===== src/hw/core_state_params.svh =====
// Constants for the core register file: addresses, dividers, counts, vectors
`ifndef CORE_STATE_PARAMS_SVH
`define CORE_STATE_PARAMS_SVH

`define ADDR_PTR_FIRST 8'h80
`define ADDR_PTR_SECOND 8'h81
`define ADDR_SD_FIRST 8'h82
`define ADDR_SD_SECOND 8'h83
`define ADDR_ACCUM 8'hff

`define DATA_W 8
`define PC_W 12
`define OFFSET_W 8
`define STACK_LEVELS 6

`define CORE_DIV 13
`define PERIPH_DIV 12
`define DIV_CNT_W 4

`define INSTR_CYC_SHORT 3'h2
`define INSTR_CYC_MID 3'h4
`define INSTR_CYC_LONG 3'h5

`define RESET_VECTOR_DEFAULT 12'hffe
`define NMI_VECTOR_DEFAULT 12'hffc
`define PC_STEP 12'h001
`define DATA_ZERO 8'h00

`endif


===== src/hw/core_state_pkg.sv =====
// Types shared by the core register file and its return stack
package core_state_pkg;

	// Gray order along normal -> irq -> nmi
	typedef enum logic [1:0]
	{
		CTX_NORMAL = 2'h0,
		CTX_IRQ = 2'h1,
		CTX_NMI = 2'h3
	} context_t;

	typedef enum logic [3:0]
	{
		OP_HOLD = 4'h0,
		OP_INC = 4'h1,
		OP_BRANCH = 4'h2,
		OP_JUMP = 4'h3,
		OP_CALL = 4'h4,
		OP_IRQ = 4'h5,
		OP_NMI = 4'h6,
		OP_RET = 4'h7,
		OP_INTERRUPT_EXIT_OP = 4'h8
	} pc_op_t;

	typedef enum logic [2:0]
	{
		FLAG_NONE = 3'h0,
		FLAG_ARITH = 3'h1,
		FLAG_LOGIC = 3'h2,
		FLAG_BITTEST = 3'h3,
		FLAG_ROTATE = 3'h4
	} flag_op_t;

	typedef enum logic [1:0]
	{
		LEN_SHORT = 2'h0,
		LEN_MID = 2'h1,
		LEN_LONG = 2'h2
	} instr_len_t;

endpackage : core_state_pkg


===== src/hw/cpu_core_state_registers.sv =====
// Programmer-visible core state: accumulator, pointers, program counter, flags, stack, dividers
// How it works
// RULE_01 - Accumulator also mapped at data address ffh
// RULE_02 - Pointer registers mapped at 80h and 81h
// RULE_03 - Short-direct registers mapped at 82h and 83h
// RULE_04 - Program counter is twelve bits wide
// RULE_05 - Program counter increments by one per fetch
// RULE_06 - Relative branch adds signed offset to counter
// RULE_07 - Jump, call, vectors and returns load counter
// RULE_08 - Three carry/zero pairs, one per context
// RULE_09 - Interrupt entry switches pair, return restores
// RULE_10 - Pairs keep values, reachable only in context
// RULE_11 - Carry from arithmetic, bit test, rotate left
// RULE_12 - Zero set when last result is zero
// RULE_13 - Reset starts in the non-maskable context
// RULE_14 - Six-entry twelve-bit hidden return stack
// RULE_15 - Push shifts levels down, counter enters top
// RULE_16 - Pop loads counter, levels move up
// RULE_17 - Stack saturates; empty return just continues
// RULE_18 - Clock divided by 13 core, 12 peripherals
// RULE_19 - Instructions take two, four or five cycles
// RULE_20 - Data-space and implicit access share registers
`timescale 1ns/1ps
`default_nettype none
`include "core_state_params.svh"

module cpu_core_state_registers
	import core_state_pkg::*;
#(
	parameter logic [`PC_W-1:0] RESET_VECTOR = `RESET_VECTOR_DEFAULT,
	parameter logic [`PC_W-1:0] NMI_VECTOR = `NMI_VECTOR_DEFAULT
)
(
	// Clock and reset
	input wire logic clk,
	input wire logic reset_n,
	// Data-space access
	input wire logic [7:0] ds_addr,
	input wire logic ds_write,
	input wire logic ds_read,
	input wire logic [`DATA_W-1:0] ds_wdata,
	output logic [`DATA_W-1:0] ds_rdata,
	output logic ds_hit,
	// Program counter control, sampled on machine-cycle ticks
	input wire pc_op_t pc_op,
	input wire logic [`PC_W-1:0] pc_target,
	input wire logic [`PC_W-1:0] irq_vector,
	input wire logic [`OFFSET_W-1:0] branch_offset,
	output logic [`PC_W-1:0] program_counter,
	// Accumulator and flag updates from the ALU
	input wire logic acc_load,
	input wire logic [`DATA_W-1:0] acc_value,
	input wire flag_op_t flag_op,
	input wire logic [`DATA_W-1:0] alu_result,
	input wire logic alu_carry,
	input wire logic tested_bit,
	output logic [`DATA_W-1:0] accumulator,
	output logic carry,
	output logic zero,
	output context_t context_now,
	// Instruction timing
	input wire logic instr_start,
	input wire instr_len_t instr_len,
	output logic machine_cycle,
	output logic periph_tick,
	output logic instr_done
);

	typedef struct packed
	{
		logic [`DATA_W-1:0] acc;
		logic [`DATA_W-1:0] index_pointer_first;
		logic [`DATA_W-1:0] index_pointer_second;
		logic [`DATA_W-1:0] short_direct_first;
		logic [`DATA_W-1:0] short_direct_second;
		logic [`PC_W-1:0] pc;
		logic normal_carry_flag;
		logic normal_zero_flag;
		logic irq_carry_flag;
		logic irq_zero_flag;
		logic nmi_carry_flag;
		logic nmi_zero_flag;
		context_t ctx;
		context_t hist0;
		context_t hist1;
		logic [`DIV_CNT_W-1:0] core_cnt;
		logic [`DIV_CNT_W-1:0] periph_cnt;
		logic mc_tick;
		logic pr_tick;
		logic [2:0] instr_left;
		logic done;
		logic [`DATA_W-1:0] rdata;
		logic hit;
		logic cur_carry;
		logic cur_zero;
	} core_state_t;

	core_state_t st;
	core_state_t next_st;

	logic stack_push;
	logic stack_pop;
	logic [`PC_W-1:0] stack_top;
	logic stack_empty;
	logic c_now;
	logic z_now;
	logic new_c;
	logic new_z;
	logic [`DATA_W-1:0] rot_value;

	////////////////////////////////////////////////////////////////////////////////

	return_stack #(
		.LEVELS(`STACK_LEVELS),
		.WIDTH(`PC_W)
	) u_stack (
		.clk(clk),
		.reset_n(reset_n),
		.push(stack_push), // RULE_14
		.pop(stack_pop),
		.push_data(st.pc),
		.top(stack_top),
		.empty(stack_empty)
	);

	assign stack_push = st.mc_tick && (pc_op == OP_CALL || pc_op == OP_IRQ || pc_op == OP_NMI);
	// An empty stack is never popped, so its contents stay put
	assign stack_pop = st.mc_tick && (pc_op == OP_RET || pc_op == OP_INTERRUPT_EXIT_OP) && !stack_empty;

	////////////////////////////////////////////////////////////////////////////////

	function automatic logic [2:0] cycles_of(input instr_len_t len);
		unique case (len)
			LEN_SHORT: cycles_of = `INSTR_CYC_SHORT;
			LEN_MID: cycles_of = `INSTR_CYC_MID;
			default: cycles_of = `INSTR_CYC_LONG;
		endcase
	endfunction : cycles_of

	always_comb
	begin
		next_st = st;
		// Only the pair of the active context is visible or written
		unique case (st.ctx)
			CTX_NORMAL: begin c_now = st.normal_carry_flag; z_now = st.normal_zero_flag; end
			CTX_IRQ: begin c_now = st.irq_carry_flag; z_now = st.irq_zero_flag; end
			CTX_NMI: begin c_now = st.nmi_carry_flag; z_now = st.nmi_zero_flag; end
			default: begin c_now = st.normal_carry_flag; z_now = st.normal_zero_flag; end
		endcase // RULE_08 RULE_10
		new_c = c_now;
		new_z = z_now;
		rot_value = {st.acc[`DATA_W-2:0], c_now};

		// Clock dividers
		next_st.mc_tick = (st.core_cnt == `DIV_CNT_W'(`CORE_DIV - 1)); // RULE_18
		next_st.core_cnt = next_st.mc_tick ? '0 : st.core_cnt + `DIV_CNT_W'(1);
		next_st.pr_tick = (st.periph_cnt == `DIV_CNT_W'(`PERIPH_DIV - 1)); // RULE_18
		next_st.periph_cnt = next_st.pr_tick ? '0 : st.periph_cnt + `DIV_CNT_W'(1);

		// Instruction length in machine cycles
		next_st.done = 1'b0;
		if (st.mc_tick)
		begin
			if (instr_start)
			begin
				next_st.instr_left = cycles_of(instr_len) - 3'h1; // RULE_19
			end
			else if (st.instr_left != 3'h0)
			begin
				next_st.instr_left = st.instr_left - 3'h1;
				next_st.done = (st.instr_left == 3'h1); // RULE_19
			end
		end

		// Accumulator from the ALU; a data-space write below overrides it
		if (st.mc_tick && acc_load)
		begin
			next_st.acc = acc_value; // RULE_20
		end

		if (st.mc_tick)
		begin
			unique case (flag_op)
				FLAG_ARITH:
				begin
					new_c = alu_carry; // RULE_11
					new_z = (alu_result == `DATA_ZERO); // RULE_12
				end
				FLAG_LOGIC: new_z = (alu_result == `DATA_ZERO); // RULE_12
				FLAG_BITTEST: new_c = tested_bit; // RULE_11
				FLAG_ROTATE:
				begin
					// Rotate left through carry acts on the accumulator itself
					new_c = st.acc[`DATA_W-1]; // RULE_11
					new_z = (rot_value == `DATA_ZERO); // RULE_12
					next_st.acc = rot_value;
				end
				FLAG_NONE: ;
				default: ;
			endcase
		end
		unique case (st.ctx)
			CTX_NORMAL: begin next_st.normal_carry_flag = new_c; next_st.normal_zero_flag = new_z; end
			CTX_IRQ: begin next_st.irq_carry_flag = new_c; next_st.irq_zero_flag = new_z; end
			CTX_NMI: begin next_st.nmi_carry_flag = new_c; next_st.nmi_zero_flag = new_z; end
			default: ;
		endcase // RULE_08

		// Program counter and context switching
		if (st.mc_tick)
		begin
			unique case (pc_op)
				OP_INC: next_st.pc = st.pc + `PC_STEP; // RULE_05
				OP_BRANCH: next_st.pc = st.pc + {{(`PC_W-`OFFSET_W){branch_offset[`OFFSET_W-1]}},
					branch_offset}; // RULE_06
				OP_JUMP, OP_CALL: next_st.pc = pc_target; // RULE_07
				OP_IRQ, OP_NMI:
				begin
					next_st.pc = (pc_op == OP_IRQ) ? irq_vector : NMI_VECTOR; // RULE_07
					next_st.ctx = (pc_op == OP_IRQ) ? CTX_IRQ : CTX_NMI; // RULE_09
					next_st.hist0 = st.ctx;
					next_st.hist1 = st.hist0;
				end
				OP_RET, OP_INTERRUPT_EXIT_OP:
				begin
					// Empty stack: counter already names the next instruction
					if (!stack_empty)
					begin
						next_st.pc = stack_top; // RULE_07 RULE_16 RULE_17
					end
					if (pc_op == OP_INTERRUPT_EXIT_OP)
					begin
						next_st.ctx = st.hist0; // RULE_09
						next_st.hist0 = st.hist1;
						next_st.hist1 = CTX_NORMAL;
					end
				end
				OP_HOLD: ;
				default: ;
			endcase
		end

		// Data-space port shares the physical registers
		if (ds_write)
		begin
			unique case (ds_addr)
				`ADDR_ACCUM: next_st.acc = ds_wdata; // RULE_01 RULE_20
				`ADDR_PTR_FIRST: next_st.index_pointer_first = ds_wdata; // RULE_02
				`ADDR_PTR_SECOND: next_st.index_pointer_second = ds_wdata; // RULE_02
				`ADDR_SD_FIRST: next_st.short_direct_first = ds_wdata; // RULE_03
				`ADDR_SD_SECOND: next_st.short_direct_second = ds_wdata; // RULE_03
				default: ;
			endcase
		end
		next_st.hit = 1'b0;
		next_st.rdata = `DATA_ZERO;
		if (ds_read)
		begin
			next_st.hit = 1'b1;
			unique case (ds_addr)
				`ADDR_ACCUM: next_st.rdata = st.acc; // RULE_01
				`ADDR_PTR_FIRST: next_st.rdata = st.index_pointer_first; // RULE_02
				`ADDR_PTR_SECOND: next_st.rdata = st.index_pointer_second; // RULE_02
				`ADDR_SD_FIRST: next_st.rdata = st.short_direct_first; // RULE_03
				`ADDR_SD_SECOND: next_st.rdata = st.short_direct_second; // RULE_03
				default: next_st.hit = 1'b0;
			endcase
		end

		// Registered view of the pair that the next context will use
		unique case (next_st.ctx)
			CTX_NORMAL: begin next_st.cur_carry = next_st.normal_carry_flag;
				next_st.cur_zero = next_st.normal_zero_flag; end
			CTX_IRQ: begin next_st.cur_carry = next_st.irq_carry_flag;
				next_st.cur_zero = next_st.irq_zero_flag; end
			CTX_NMI: begin next_st.cur_carry = next_st.nmi_carry_flag;
				next_st.cur_zero = next_st.nmi_zero_flag; end
			default: begin next_st.cur_carry = 1'b0; next_st.cur_zero = 1'b0; end
		endcase
	end

	always_ff @(posedge clk or negedge reset_n)
	begin
		if (!reset_n)
		begin
			st <= '0;
			st.pc <= RESET_VECTOR; // RULE_07
			st.ctx <= CTX_NMI; // RULE_13
			st.hist0 <= CTX_NORMAL;
			st.hist1 <= CTX_NORMAL;
		end
		else
		begin
			st <= next_st;
		end
	end

	assign ds_rdata = st.rdata;
	assign ds_hit = st.hit;
	assign program_counter = st.pc; // RULE_04
	assign accumulator = st.acc;
	assign carry = st.cur_carry;
	assign zero = st.cur_zero;
	assign context_now = st.ctx;
	assign machine_cycle = st.mc_tick;
	assign periph_tick = st.pr_tick;
	assign instr_done = st.done;

	////////////////////////////////////////////////////////////////////////////////

	a_acc_data_write: assert property (@(posedge clk) disable iff (!reset_n) // RULE_01
		ds_write && ds_addr == `ADDR_ACCUM |=> st.acc == $past(ds_wdata))
		else $error("accumulator missed a data-space write");

	a_ptr_read_back: assert property (@(posedge clk) disable iff (!reset_n) // RULE_02
		ds_read && ds_addr == `ADDR_PTR_SECOND |=> ds_hit && ds_rdata == $past(st.index_pointer_second))
		else $error("pointer read returned wrong data");

	a_sd_data_write: assert property (@(posedge clk) disable iff (!reset_n) // RULE_03
		ds_write && ds_addr == `ADDR_SD_FIRST |=> st.short_direct_first == $past(ds_wdata))
		else $error("short-direct register missed a write");

	a_pc_increment: assert property (@(posedge clk) disable iff (!reset_n) // RULE_05
		st.mc_tick && pc_op == OP_INC |=> st.pc == $past(st.pc) + `PC_STEP)
		else $error("counter did not step by one");

	a_branch_sum: assert property (@(posedge clk) disable iff (!reset_n) // RULE_06
		st.mc_tick && pc_op == OP_BRANCH |=> st.pc == $past(st.pc)
			+ {{(`PC_W-`OFFSET_W){$past(branch_offset[`OFFSET_W-1])}}, $past(branch_offset)})
		else $error("branch target wrong");

	a_irq_entry: assert property (@(posedge clk) disable iff (!reset_n) // RULE_07
		st.mc_tick && pc_op == OP_IRQ |=> st.pc == $past(irq_vector) && st.ctx == CTX_IRQ)
		else $error("interrupt entry did not load vector and context");

	a_ctx_restore: assert property (@(posedge clk) disable iff (!reset_n) // RULE_09
		st.mc_tick && pc_op == OP_INTERRUPT_EXIT_OP |=> st.ctx == $past(st.hist0))
		else $error("interrupt return did not restore context");

	a_flags_retained: assert property (@(posedge clk) disable iff (!reset_n) // RULE_10
		st.ctx != CTX_NORMAL |=> $stable(st.normal_carry_flag) && $stable(st.normal_zero_flag))
		else $error("normal flags changed outside their context");

	a_zero_arith: assert property (@(posedge clk) disable iff (!reset_n) // RULE_12
		st.mc_tick && flag_op == FLAG_ARITH && pc_op != OP_IRQ && pc_op != OP_NMI && pc_op != OP_INTERRUPT_EXIT_OP
			|=> zero == ($past(alu_result) == `DATA_ZERO) && carry == $past(alu_carry))
		else $error("arithmetic flags wrong");

	a_core_divide: assert property (@(posedge clk) disable iff (!reset_n) // RULE_18
		st.mc_tick |=> !st.mc_tick [*8] ##1 !st.mc_tick ##1 !st.mc_tick ##1 !st.mc_tick
			##1 !st.mc_tick ##1 st.mc_tick)
		else $error("machine cycle is not thirteen clocks");

	a_periph_divide: assert property (@(posedge clk) disable iff (!reset_n) // RULE_18
		st.pr_tick |-> ##12 st.pr_tick)
		else $error("peripheral tick is not twelve clocks");

	a_instr_short: assert property (@(posedge clk) disable iff (!reset_n) // RULE_19
		st.mc_tick && instr_start && instr_len == LEN_SHORT |-> ##14 st.done)
		else $error("short instruction not done after two cycles");

	c_call_return: cover property (@(posedge clk) disable iff (!reset_n)
		st.mc_tick && pc_op == OP_CALL ##[1:100] st.mc_tick && pc_op == OP_RET);
	c_irq_nested_nmi: cover property (@(posedge clk) disable iff (!reset_n)
		st.ctx == CTX_IRQ ##[1:100] st.ctx == CTX_NMI);
	c_rotate: cover property (@(posedge clk) disable iff (!reset_n)
		st.mc_tick && flag_op == FLAG_ROTATE);
	c_empty_return: cover property (@(posedge clk) disable iff (!reset_n)
		st.mc_tick && pc_op == OP_RET && stack_empty);

endmodule : cpu_core_state_registers
`default_nettype wire


===== src/hw/return_stack.sv =====
// Six-level shifting return stack with saturating depth
`timescale 1ns/1ps
`default_nettype none
`include "core_state_params.svh"

module return_stack
	import core_state_pkg::*;
#(
	parameter int LEVELS = `STACK_LEVELS,
	parameter int WIDTH = `PC_W
)
(
	// Clock and reset
	input wire logic clk,
	input wire logic reset_n,
	// Stack commands
	input wire logic push,
	input wire logic pop,
	input wire logic [WIDTH-1:0] push_data,
	// Stack view
	output logic [WIDTH-1:0] top,
	output logic empty
);

	localparam int DEPTH_W = $clog2(LEVELS + 1);
	localparam logic [DEPTH_W-1:0] FULL = DEPTH_W'(LEVELS);

	typedef struct packed
	{
		logic [LEVELS-1:0][WIDTH-1:0] level;
		logic [DEPTH_W-1:0] depth;
	} stack_state_t;

	stack_state_t st;
	stack_state_t next_st;

	////////////////////////////////////////////////////////////////////////////////

	always_comb
	begin
		next_st = st;
		if (push)
		begin
			// Oldest entry falls off the bottom
			next_st.level[0] = push_data; // RULE_15
			for (int i = 1; i < LEVELS; i++)
			begin
				next_st.level[i] = st.level[i-1]; // RULE_15
			end
			if (st.depth != FULL)
			begin
				next_st.depth = st.depth + DEPTH_W'(1); // RULE_17
			end
		end
		else if (pop)
		begin
			for (int i = 0; i < LEVELS - 1; i++)
			begin
				next_st.level[i] = st.level[i+1]; // RULE_16
			end
			next_st.level[LEVELS-1] = '0;
			if (st.depth != '0)
			begin
				next_st.depth = st.depth - DEPTH_W'(1); // RULE_17
			end
		end
	end

	always_ff @(posedge clk or negedge reset_n)
	begin
		if (!reset_n)
		begin
			st <= '0;
		end
		else
		begin
			st <= next_st;
		end
	end

	assign top = st.level[0];
	assign empty = (st.depth == '0);

	////////////////////////////////////////////////////////////////////////////////

	a_stack_saturate: assert property (@(posedge clk) disable iff (!reset_n) // RULE_17
		push && st.depth == FULL |=> st.depth == FULL)
		else $error("stack depth passed six levels");

	a_stack_push_shift: assert property (@(posedge clk) disable iff (!reset_n) // RULE_15
		push |=> st.level[0] == $past(push_data) && st.level[1] == $past(st.level[0]))
		else $error("push did not shift the stack");

	a_stack_pop_shift: assert property (@(posedge clk) disable iff (!reset_n) // RULE_16
		pop && !push |=> st.level[0] == $past(st.level[1]))
		else $error("pop did not move levels up");

endmodule : return_stack
`default_nettype wire

===== config.mk =====
export PLATFORM = sky130hd
export DESIGN_NAME = cpu_core_state_registers
export DESIGN_NICKNAME = d
export VERILOG_FILES = /design/src/hw/core_state_pkg.sv /design/src/hw/cpu_core_state_registers.sv /design/src/hw/return_stack.sv
export VERILOG_INCLUDE_DIRS = /design/src /design/src/hw
export SDC_FILE = /design/constraint.sdc
export NUM_CORES = 1
export LEC_CHECK = 0
export ABC_CLOCK_PERIOD_IN_PS = 2900
export BUFFER_PORTS_ARGS = -buffer_cell sky130_fd_sc_hd__buf_4
export CAP_MARGIN = 20
export CORE_MARGIN = 2
export CORE_UTILIZATION = 54
export CTS_CLUSTER_DIAMETER = 100
export DETAILED_ROUTE_END_ITERATION = 10
export PLACE_DENSITY = 0.85
export SETUP_SLACK_MARGIN = 0.1
export SLEW_MARGIN = 30
export SYNTH_ARGS = -nofsm -noshare
export SYNTH_HDL_FRONTEND = slang
export SYNTH_SLANG_ARGS = --single-unit

===== constraint.sdc =====
create_clock -name clk -period 2.9 [get_ports clk]
set_clock_uncertainty 0.15 [all_clocks]
set_input_delay 0.435 -clock clk [delete_from_list [all_inputs] [get_ports clk]]
set_output_delay 0.435 -clock clk [all_outputs]
set_load 0.01 [all_outputs]

==> results by group, run 1 <==
Status
  • Status: finished, final reports clean

GRT
  • GRT busiest layer: met2
  • Initial antenna violation count: 0
  • Met2 Resource Use GR: 40.4%
  • Routing usage on met1: 31.8%
  • Vias in the first global route: 6930
  • GRT overflow: 0
  • All-Layer GR Usage: 24.4%
  • Met3 Use GR: 5.52%
  • First-pass GRT wire length: 34300 µm
  • Largest net degree at the start of global routing: 151

Logic synthesis
  • Largest family of logic cells by synthesized area: compound AO/OA/AOI/OAI gates
  • Post-Syn Nets: 989
  • Post-Synth Adder-Cell Area: 2.87%
  • Synth area leaders: dfrtp_1 43%, mux2i_1 7.6%, o21ai_0 5.8%
  • Ys flop type: dfrtp_1
  • Simple-Gate Fraction of Synth Area: 13.7%
  • Cell taking the most area after synthesis: dfrtp_1
  • Compound-cell area share of the yosys netlist: 17.0%
  • Register area share after synthesis: 46.8%
  • Post-Synthesis Cells: 889
  • YS warnings: 0
  • #FFs+latches synth: 164
  • Mean Syn Cell Area: 9.90 µm²
  • Multiplexer share of the synthesized area: 12.6%
  • Synth top area share: 42.9%
  • Number of synthesized flops with an enable pin: 0
  • Post-synthesis xor/xnor area fraction: 0.896%
  • Post-Syn Area: 8800 µm²
  • Fraction of registers with async set/reset: 100%
  • Number of distinct library cells after synthesis: 69

Route
  • Vias per inst: 5.80
  • DRT Wirelength: 20700 µm
  • DR DRC count: 0
  • 1st-iter DRT viols: 494
  • Drt pass-1 iters: 7
  • Routed len/inst: 17.0 µm
  • Routed vias: 7050
  • Post-route ant nets: 0

Clock tree
  • Clock root buffer: clkbuf_16
  • Bufs on Longest Clock Path: 2
  • Clock slew at reported path FFs: 0.08 ns
  • # H-tree levels: 4
  • CTS sink cnt: 164
  • CTS Buf Count: 17
  • Worst skew pair latency: 0.43 ns
  • Post CTS Setup Buffer Count: 0
  • TritonCTS clock tree: built

Timing
  • Post-route minimum period: 2.55 ns
  • Slew headroom: 46.7%
  • Endpoints failing setup: 0
  • Maximum clock frequency: 0.393 GHz
  • RSZ-0062 raised after global routing: no
  • Hold slack: 0.0908 ns
  • Slew Limit Fails: 0
  • Slew @ Worst Pin: 0.791 ns
  • Final worst path period share: 87.8%
  • Fin. Hold Viols: 0

Die
  • Die height: 132 µm
  • Die Wd: 132 µm
  • IO Pins: 117
  • Starting density of the core: 55.4%
  • Row cnt: 46
  • Die ar.: 17300 µm²
  • Core Area: 15900 µm²

Placed design
  • Detail Placement HPWL: 14400 µm
  • Count of buffers from port buffering: 116
  • RD Place Congestion: 0.867

Setup path
  • Cell family with most CP delay: compound AO/OA/AOI/OAI gates
  • Crit-path max FO: 4
  • Critical Path RT: 3.08 ns
  • Type of origin of the critical path: primary input
  • Worst path buffer plus inverter count: 2
  • Worst path cell trace: buf_4 > nor4_4 > buf_4 > and2_1 > ha_1 > a211oi_1 > o21a_1 > o211ai_1 > a21o_1 > and2_1 > o311ai_1
  • Critical Path Sink Type: flip-flop
  • Max incr delay on CP: 0.34 ns
  • Critical path type: primary input to flip-flop
  • Crit-path slowest cell: nor4_4
  • Data arrival, critical path: 2.73 ns

Power
  • Switching Fraction: 28.7%
  • Switching pwr: 1.60 mW
  • Int Pwr: 3.98 mW
  • Power per cell area: 532 nW/µm²
  • Comb power frac: 14.3%
  • Max IR drop VDD: 0.477 mV
  • Seq pwr share: 46.0%
  • Lkg Pwr: 4.99 nW
  • Clock power frac: 39.7%

Final layout
  • Diodes inserted: 0
  • Final core utilization: 66.0%
  • Fillers: 1245
  • Share of cells above drive strength 1: 26.3%
  • Most common cell after layout, fill and taps aside: buf_4
  • Most frequent cells in the layout: 152 x buf_4, 151 x dfrtp_1, 121 x nand2_1, 102 x o21ai_0, 67 x mux2i_1
  • Synth-to-Final Area Change: 19.2%
  • Total Nets Final: 1086

Run
  • Max-cap viol count: 0

Min path
  • Worst min path class: primary input to flip-flop
## area by class of cell
type	count	area [µm²]	area share [%]
multi-input combinational	623	4180	39.9
clock buffer	17	425	4.06
timing repair buffer	158	1240	11.8
sequential	164	4120	39.3
inverter	22	87.6	0.835
clock inverter	15	160	1.53
tap	216	270	2.58
## worst reg2reg max path, cell delays in order, from the launching register on
cell     delay [ns]
dfrtp_1        0.45
ha_2           0.24
fa_2           0.40
a21oi_2        0.18
o22ai_2        0.09
a311o_1        0.31
a31oi_1        0.18
nor4_1         0.06
or3_1          0.33
## cells by family (layout without fill, tap and decap cells)
logic type      Yosys count  after routing
compound gates          234            234
buf+inv                 102            212
flops                   164            164
xor+xnor                  9              9
mux                     106            106
fa+ha+maj                19             19
simple gates            255            255
## sequential cells by signal (all words and copies together), names as in the netlist
name             flops
u_stack.st          63
st                  53
program_counter     12
u_stack.top         12
accumulator          8
ds_rdata             8
context_now          2
carry                1
ds_hit               1
instr_done           1
machine_cycle        1
periph_tick          1
zero                 1
## power groups by stage
| stage | Clock, mW | Sequential, mW | Combinational [mW] |
|---|---|---|---|
| after CTS | 2.24 | 2.56 | 0.801 |
| after global placement | 0 | 2.60 | 0.771 |
| after detailed placement | 0 | 2.60 | 0.793 |
| after floorplan | 0 | 2.54 | 0.506 |
| after global routing | 2.35 | 2.58 | 0.884 |
| final | 2.21 | 2.56 | 0.798 |
## layer usage
layer / vias to the layer above / wire (µm)
li1: 3349 / -
met1: 3405 / 8620
met2: 262 / 10200
met3: 34 / 1410
met4: 0 / 444
met5: - / 0
## final timing paths
kind                                           startpoint                              end  slack, ns  cells past startpoint
min in group asynchronous                         reset_n               st[71]$_DFFE_PN0P_       0.38                      2
setup / recovery                                 pc_op[0]  program_counter[11]$_DFFE_PN1P_       0.35                     11
hold / removal                                ds_wdata[1]         accumulator[1]$_DFF_PN0_       0.09                      3
hold reg to reg                          st[17]$_DFF_PN0_                 st[17]$_DFF_PN0_       0.33                      1
max in group asynchronous                         reset_n   program_counter[8]$_DFFE_PN1P_       1.41                      3
setup reg to reg           program_counter[0]$_DFFE_PN0P_  program_counter[10]$_DFFE_PN1P_       0.44                      8
## per-stage QoR
step                      instances  total power [mW]  setup WS [ns]  area [µm²]  setup TNS [ns]
after floorplan                 889              3.05         0.0144        8850               0
after global placement         1182              3.37        -0.0894        9890          -0.128
after detailed placement       1182              3.40         -0.105        9890          -0.269
after CTS                      1215              5.60          0.340       10500               0
after global routing           1215              5.82          0.191       10500               0
final                          1215              5.58          0.354       10500               0
## synthesized netlist by cell type, drive strengths merged, types with 12 or more instances
master / instances
a222oi: 13
mux2i: 67
inv: 22
dfstp: 13
a31oi: 12
nand2: 121
nand3: 20
o21ai: 106
ha: 17
buf: 56
a21oi: 37
dfrtp: 151
mux2: 39
nor2: 51
clkbuf: 24
## what timing repair did
action | in CTS | in global routing
endpoints found under the hold margin | 51 | 0
gates resized for setup | 0 | 0
hold buffers | 1 | 0
(Power assumes the default switching activity.)
==> run 2: changes to the inputs <==
Settings changed: ABC_CLOCK_PERIOD_IN_PS 2900 to not set, SYNTH_HIERARCHICAL set to 1.
==> run 2 against run 1 <==
Net effect: non-clock buffer count increased by 5; clock power grew 2%; sequential share of layout area grew 0.14 points; global-route usage decreased by 1.2 points; combinational power is 6.8% higher; die area increased by 0.83%.
==> results by group, run 2 <==
Status
  • Status: finished, final reports clean (unchanged)

Power
  • Lkg Pwr: 4.58 nW (was 4.99 nW)
  • Max IR drop VDD: 0.430 mV (was 0.477 mV)
  • Power per cell area: 549 nW/µm² (was 532 nW/µm²)
  • Final Power: 5.74 mW (was 5.58 mW)

Setup path
  • Critical Path Sink Type: flip-flop (unchanged)
  • Critical path type: primary input to flip-flop (unchanged)
  • Type of origin of the critical path: primary input (unchanged)
  • Critical Path RT: 3.09 ns (was 3.08 ns)
  • Data arrival, critical path: 2.81 ns (was 2.73 ns)
  • Crit-path max FO: 4 (unchanged)

Logic synthesis
  • Synth area leaders: dfrtp_1 43%, mux2i_1 7.3%, nand2_1 5.9% (was dfrtp_1 43%, mux2i_1 7.6%, o21ai_0 5.8%)
  • Most frequent cell after synthesis: dfrtp_1 (unchanged)
  • Mean Syn Cell Area: 9.96 µm² (was 9.90 µm²)
  • YS warnings: 6 (was 0)
  • Fraction of registers with async set/reset: 100% (unchanged)
  • Number of synthesized flops with an enable pin: 0 (unchanged)
  • Synth top area share: 42.6% (was 42.9%)
  • Post-Synthesis Cells: 891 (was 889)
  • Cell taking the most area after synthesis: dfrtp_1 (unchanged)
  • Most frequent cells after synthesis: 151 x dfrtp_1, 140 x nand2_1, 66 x o21ai_0 (was 151 x dfrtp_1, 121 x nand2_1, 102 x o21ai_0)
  • Ys flop type: dfrtp_1 (unchanged)
  • Post-Syn Area: 8880 µm² (was 8800 µm²)
  • Post-Syn Nets: 991 (was 989)
  • Register area share after synthesis: 46.4% (was 46.8%)
  • Number of distinct library cells after synthesis: 75 (was 69)
  • #FFs+latches synth: 164 (unchanged)

Timing
  • Post-route minimum period: 2.63 ns (was 2.55 ns)
  • Slew @ Worst Pin: 0.791 ns (about the same)
  • Hold slack: 0.100 ns (was 0.0908 ns)
  • Final worst path period share: 90.6% (was 87.8%)
  • Setup TNS: 0 ns (unchanged)
  • Maximum clock frequency: 0.380 GHz (was 0.393 GHz)
  • RSZ-0062 raised after global routing: no (unchanged)
  • Slew headroom: 46.9% (was 46.7%)
  • Endpoints failing setup: 0 (unchanged)
  • Slew Limit Fails: 0 (unchanged)
  • Setup ws final: 0.271 ns (was 0.354 ns)
  • Fin. Hold Viols: 0 (unchanged)

Final layout
  • Final core utilization: 65.3% (was 66.0%)
  • Finished Layout Cells: 1211 (was 1215)
  • Biggest register: u_stack/st (was u_stack.st)
  • Diodes inserted: 0 (unchanged)
  • Most frequent cells in the layout: 156 x buf_4, 151 x dfrtp_1, 140 x nand2_1, 66 x o21ai_0, 65 x mux2i_1 (was 152 x buf_4, 151 x dfrtp_1, 121 x nand2_1, 102 x o21ai_0, 67 x mux2i_1)
  • Most common cell after layout, fill and taps aside: buf_4 (unchanged)
  • Largest register FFs: 63 (unchanged)
  • Design area: 10500 µm² (about the same)
  • Total Nets Final: 1082 (was 1086)
  • Share of cells above drive strength 1: 27.5% (was 26.3%)
  • Largest regs: u_stack/st (63), st (53) (was u_stack.st (63), st (53))
  • Synth-to-Final Area Change: 17.7% (was 19.2%)

Die
  • Starting density of the core: 55.5% (was 55.4%)
  • Core Area: 16000 µm² (was 15900 µm²)
  • IO Pins: 117 (unchanged)
  • Row cnt: 46 (unchanged)
  • Die height: 132 µm (about the same)
  • Die Wd: 132 µm (about the same)
  • Die ar.: 17500 µm² (was 17300 µm²)

Placed design
  • Detail Placement HPWL: 13800 µm (was 14400 µm)
  • Count of buffers from port buffering: 116 (unchanged)
  • Placed inst area: 9840 µm² (was 9890 µm²)
  • RD Place Congestion: 0.925 (was 0.867)
  • Setup WS pre-CTS: -0.154 ns (was -0.105 ns)
  • Placed instance count: 1178 (was 1182)

Clock tree
  • # H-tree levels: 4 (unchanged)
  • Post_cts resized: 0 (unchanged)
  • CTS sink cnt: 164 (unchanged)
  • Bufs on Longest Clock Path: 2 (unchanged)
  • Clock root buffer: clkbuf_16 (unchanged)
  • TritonCTS clock tree: built (unchanged)
  • Worst skew pair latency: 0.44 ns (was 0.43 ns)
  • CTS Buf Count: 17 (unchanged)
  • Clock slew at reported path FFs: 0.07 ns (was 0.08 ns)

Route
  • Vias per inst: 5.85 (was 5.80)
  • Routed vias: 7085 (was 7050)
  • Drt pass-1 iters: 8 (was 7)
  • 1st-iter DRT viols: 606 (was 494)
  • DRT Wirelength: 20200 µm (was 20700 µm)
  • Post-route ant nets: 0 (unchanged)
  • Routed len/inst: 16.7 µm (was 17.0 µm)
  • DR DRC count: 0 (unchanged)

GRT
  • Largest net degree at the start of global routing: 141 (was 151)
  • Vias in the first global route: 6912 (was 6930)
  • All-Layer GR Usage: 23.2% (was 24.4%)
  • First-pass GRT wire length: 33100 µm (was 34300 µm)
  • GRT overflow: 0 (unchanged)
  • Initial antenna violation count: 0 (unchanged)

Min path
  • Worst min path class: primary input to flip-flop (unchanged)

Run
  • Max-cap viol count: 0 (unchanged)
[run 2: changes by cell type after synthesis, moves of 5 or more]
cell	before	now
o21ai_1	3	41
nor2b_1	10	3
o21ai_0	102	66
buf_4	34	49
clkbuf_1	24	17
nand2_1	121	140
nor2_1	50	33
a22o_1	9	4
nand3_1	20	14
a21oi_1	37	48
a21o_1	6	1
a221oi_1	5	0
[run 2: kinds of logic after synthesis]
group / synth area share (%)
AO/OA/AOI/OAI: 16.0
multiplexers: 12.1
buffers and inverters: 8.17
XOR/XNOR: 0.888
adder cells (fa/ha/maj): 2.85
flip-flops: 46.4
AND/OR/NAND/NOR: 13.5
[run 2: area by class of cell]
class | instances | area (µm²)
Clock buffer | 17 | 425
Fill cell | 1237 | 5550
Sequential cell | 164 | 4120
Inverter | 25 | 93.8
Tap cell | 216 | 270
Clock inverter | 15 | 179
Multi-Input combinational cell | 611 | 4070
Timing Repair Buffer | 163 | 1290
[run 2: final timing paths]
path	from	endpoint	slack (ns)	depth (start not counted)
setup / recovery	pc_op[3]	program_counter[11]$_DFFE_PN1P_	0.27	12
hold reg to reg	st[13]$_DFFE_PN0P_	instr_done$_DFF_PN0_	0.32	1
min in group asynchronous	reset_n	u_stack/st[22]$_DFFE_PN0P_	0.36	2
setup reg to reg	program_counter[0]$_DFFE_PN0P_	program_counter[10]$_DFFE_PN1P_	0.42	10
max in group asynchronous	reset_n	program_counter[7]$_DFFE_PN1P_	1.45	3
hold / removal	ds_wdata[3]	accumulator[3]$_DFF_PN0_	0.10	3
[run 2: power breakdown]
part           switching (mW)  total [mW]  leakage [nW]  internal (mW)
clock                    1.09        2.26         0.297           1.17
combinational           0.423       0.852          2.11          0.429
sequential              0.156        2.62          2.17           2.47
total                    1.67        5.74          4.58           4.07
[run 2: layer usage]
| metal | part of all wire, % | track usage (%) | vias up |
|---|---|---|---|
| met5 | 0 | 0 | - |
| met4 | 1.9 | 7.95 | 0 |
| met3 | 5.5 | 5.54 | 35 |
| met2 | 50 | 39.1 | 225 |
| met1 | 42 | 29.5 | 3501 |
| li1 | - | - | 3324 |
[run 2: critical path: stages]
cell and delay, ns:
buf_4 0.13, nor4_4 0.41, buf_4 0.19, buf_4 0.12, and2_1 0.13, ha_1 0.24, a21oi_1 0.18, o21ai_0 0.16
a31oi_1 0.23, o21ai_0 0.19, xnor2_1 0.16, a211oi_1 0.25
[run 2: repair_timing]
item / in CTS / in global routing
hold buffers: 1 / 0
buffers inserted: 0 / 0
hold endpoints to repair: 29 / 0
==> run 3: changes to the inputs <==
Settings changed: CORE_ASPECT_RATIO set to 1.1.
==> run 3 against run 2 <==
Net effect: fmax increased by 1.7%; clock power decreased by 5%; cell area decreased by 0.74%; count of clock-buffer cells in the layout unchanged; die area about the same; routed wire length down 1.7%; via count shrank 0.20%; global-route usage down 0.16 points; highest routed layer unchanged.
==> results by group, run 3 (synthesis results as in run 2) <==
Status
  • Status: finished, final reports clean (unchanged)

Die
  • Core Area: 16200 µm² (was 16000 µm²)
  • Row cnt: 49 (was 46)
  • IO Pins: 117 (unchanged)
  • Die ar.: 17500 µm² (about the same)
  • Die Wd: 126 µm (was 132 µm)
  • Die height: 138 µm (was 132 µm)
  • Starting density of the core: 54.6% (was 55.5%)

Route
  • DRT Wirelength: 19900 µm (was 20200 µm)
  • DR DRC count: 0 (unchanged)
  • Post-route ant nets: 0 (unchanged)
  • 1st-iter DRT viols: 574 (was 606)
  • Routed vias: 7071 (was 7085)
  • Drt pass-1 iters: 5 (was 8)
  • Vias per inst: 5.91 (was 5.85)
  • Routed len/inst: 16.6 µm (was 16.7 µm)

Clock tree
  • Post_cts resized: 0 (unchanged)
  • Clock slew at reported path FFs: 0.07 ns (about the same)
  • # H-tree levels: 4 (unchanged)
  • CTS Buf Count: 17 (unchanged)
  • CTS sink cnt: 164 (unchanged)
  • TritonCTS clock tree: built (unchanged)
  • Clock root buffer: clkbuf_16 (unchanged)
  • Worst skew pair latency: 0.42 ns (was 0.44 ns)
  • # hold bufs at CTS: 1 (unchanged)
  • Bufs on Longest Clock Path: 2 (unchanged)
  • Post CTS Setup Buffer Count: 0 (unchanged)

Setup path
  • Reg2Reg Depth: 7 (was 10)
  • Critical Path Sink Type: flip-flop (unchanged)
  • R2r endpoint: program_counter[10]$_DFFE_PN1P_ (unchanged)
  • Data arrival, critical path: 2.79 ns (was 2.81 ns)
  • Critical Path RT: 3.10 ns (was 3.09 ns)
  • Crit-path max FO: 4 (unchanged)
  • R2r setup slk: 0.41 ns (was 0.42 ns)
  • R2r startpoint: u_stack/st[0]$_DFFE_PN0P_ (was program_counter[0]$_DFFE_PN0P_)
  • Critical path type: primary input to flip-flop (unchanged)
  • Type of origin of the critical path: primary input (unchanged)

Min path
  • Worst Hold Endpoint: accumulator[3]$_DFF_PN0_ (unchanged)
  • Worst min path class: primary input to flip-flop (unchanged)
  • Hold Path Stages: 3 (unchanged)
  • Hold_sp: ds_wdata[3] (unchanged)

Final layout
  • Largest regs: u_stack/st (63), st (53) (unchanged)
  • Finished Layout Cells: 1197 (was 1211)
  • Fillers: 1195 (was 1237)
  • Total Nets Final: 1080 (was 1082)
  • Biggest register: u_stack/st (unchanged)
  • Most common cell after layout, fill and taps aside: buf_4 (unchanged)
  • Synth-to-Final Area Change: 16.9% (was 17.7%)
  • Largest register FFs: 63 (unchanged)
  • Share of cells above drive strength 1: 27.4% (was 27.5%)
  • Final core utilization: 63.9% (was 65.3%)
  • Most frequent cells in the layout: 155 x buf_4, 151 x dfrtp_1, 140 x nand2_1, 66 x o21ai_0, 65 x mux2i_1 (was 156 x buf_4, 151 x dfrtp_1, 140 x nand2_1, 66 x o21ai_0, 65 x mux2i_1)
  • Diodes inserted: 0 (unchanged)

Timing
  • Slew @ Worst Pin: 0.750 ns (was 0.791 ns)
  • Fin. Hold Viols: 0 (unchanged)
  • Maximum clock frequency: 0.387 GHz (was 0.380 GHz)
  • RSZ-0062 raised after global routing: no (unchanged)
  • Slew Limit Fails: 0 (unchanged)
  • Slew headroom: 49.7% (was 46.9%)
  • Post-route minimum period: 2.59 ns (was 2.63 ns)
  • Final worst path period share: 89.1% (was 90.6%)
  • Endpoints failing setup: 0 (unchanged)
  • Setup ws final: 0.315 ns (was 0.271 ns)

Run
  • Max-cap viol count: 0 (unchanged)

Placed design
  • Detail Placement HPWL: 13700 µm (was 13800 µm)
  • Count of buffers from port buffering: 116 (unchanged)
  • Setup WS pre-CTS: -0.0746 ns (was -0.154 ns)
  • RD Place Congestion: 0.889 (was 0.925)
  • Placed instance count: 1164 (was 1178)

GRT
  • First-pass GRT wire length: 33100 µm (about the same)
  • Vias in the first global route: 6949 (was 6912)
  • Initial antenna violation count: 0 (unchanged)
  • Largest net degree at the start of global routing: 141 (unchanged)
  • GRT overflow: 0 (unchanged)
  • All-Layer GR Usage: 23.0% (was 23.2%)

Power
  • Max IR drop VDD: 0.413 mV (was 0.430 mV)
  • Lkg Pwr: 4.54 nW (was 4.58 nW)
  • Power per cell area: 543 nW/µm² (was 549 nW/µm²)
-- run 3: where the power goes --
group	leakage [nW]	switching, mW	internal (mW)
combinational	2.10	0.424	0.425
sequential	2.17	0.158	2.47
clock	0.267	1.02	1.14
-- run 3: worst max path at each step --
stage | startpoint | endpoint | slack (ns) | depth (start not counted)
6_report | pc_op[3] | program_counter[10]$_DFFE_PN1P_ | 0.31 | 14
5_1_grt | pc_op[1] | program_counter[11]$_DFFE_PN1P_ | 0.14 | 13
4_1_cts | pc_op[3] | program_counter[10]$_DFFE_PN1P_ | 0.38 | 14
3_5_place_dp | pc_op[3] | program_counter[8]$_DFFE_PN1P_ | -0.07 | 13
3_3_place_gp | pc_op[3] | program_counter[8]$_DFFE_PN1P_ | -0.008 | 13
2_1_floorplan | pc_op[0] | program_counter[8]$_DFFE_PN1P_ | 0.02 | 13
-- run 3: area by class of cell --
class / count / area, µm² / share of cell area (%)
flip-flops and latches: 164 / 4120 / 39.7
multi-input cells: 611 / 4070 / 39.2
repair buffers: 161 / 1260 / 12.2
clock buffers: 17 / 425 / 4.10
well taps: 204 / 255 / 2.46
clock inverters: 15 / 144 / 1.39
inverters: 25 / 93.8 / 0.905
-- run 3: critical path, cell delays in order --
cell      delay, ns
buf_4          0.12
nor4_4         0.26
buf_4          0.19
nand2b_1       0.07
ha_2           0.18
inv_2          0.06
fa_2           0.20
nor2b_1        0.07
o31ai_1        0.35
buf_4          0.18
a21boi_0       0.07
o21ai_0        0.26
nor4b_2        0.26
nor3_1         0.08
-- run 3: metal layers --
metal / vias to the layer above / part of all wire, % / GRT usage, %
li1: 3325 / - / -
met2: 245 / 51 / 38.9
met1: 3453 / 42 / 29.5
met5: - / 0 / 0
met3: 48 / 5.1 / 4.76
met4: 0 / 2.2 / 8.04
-- run 3: metrics by stage --
step                      power [mW]  hold slack (ns)  instance area (µm²)  setup TNS [ns]
after floorplan                 3.17          -0.0106                 8920               0
after global placement          3.47            0.297                 9790        -0.00837
after detailed placement        3.51            0.300                 9790          -0.221
after CTS                       5.66            0.108                10400               0
after global routing            5.87            0.107                10400               0
final                           5.63            0.116                10400               0
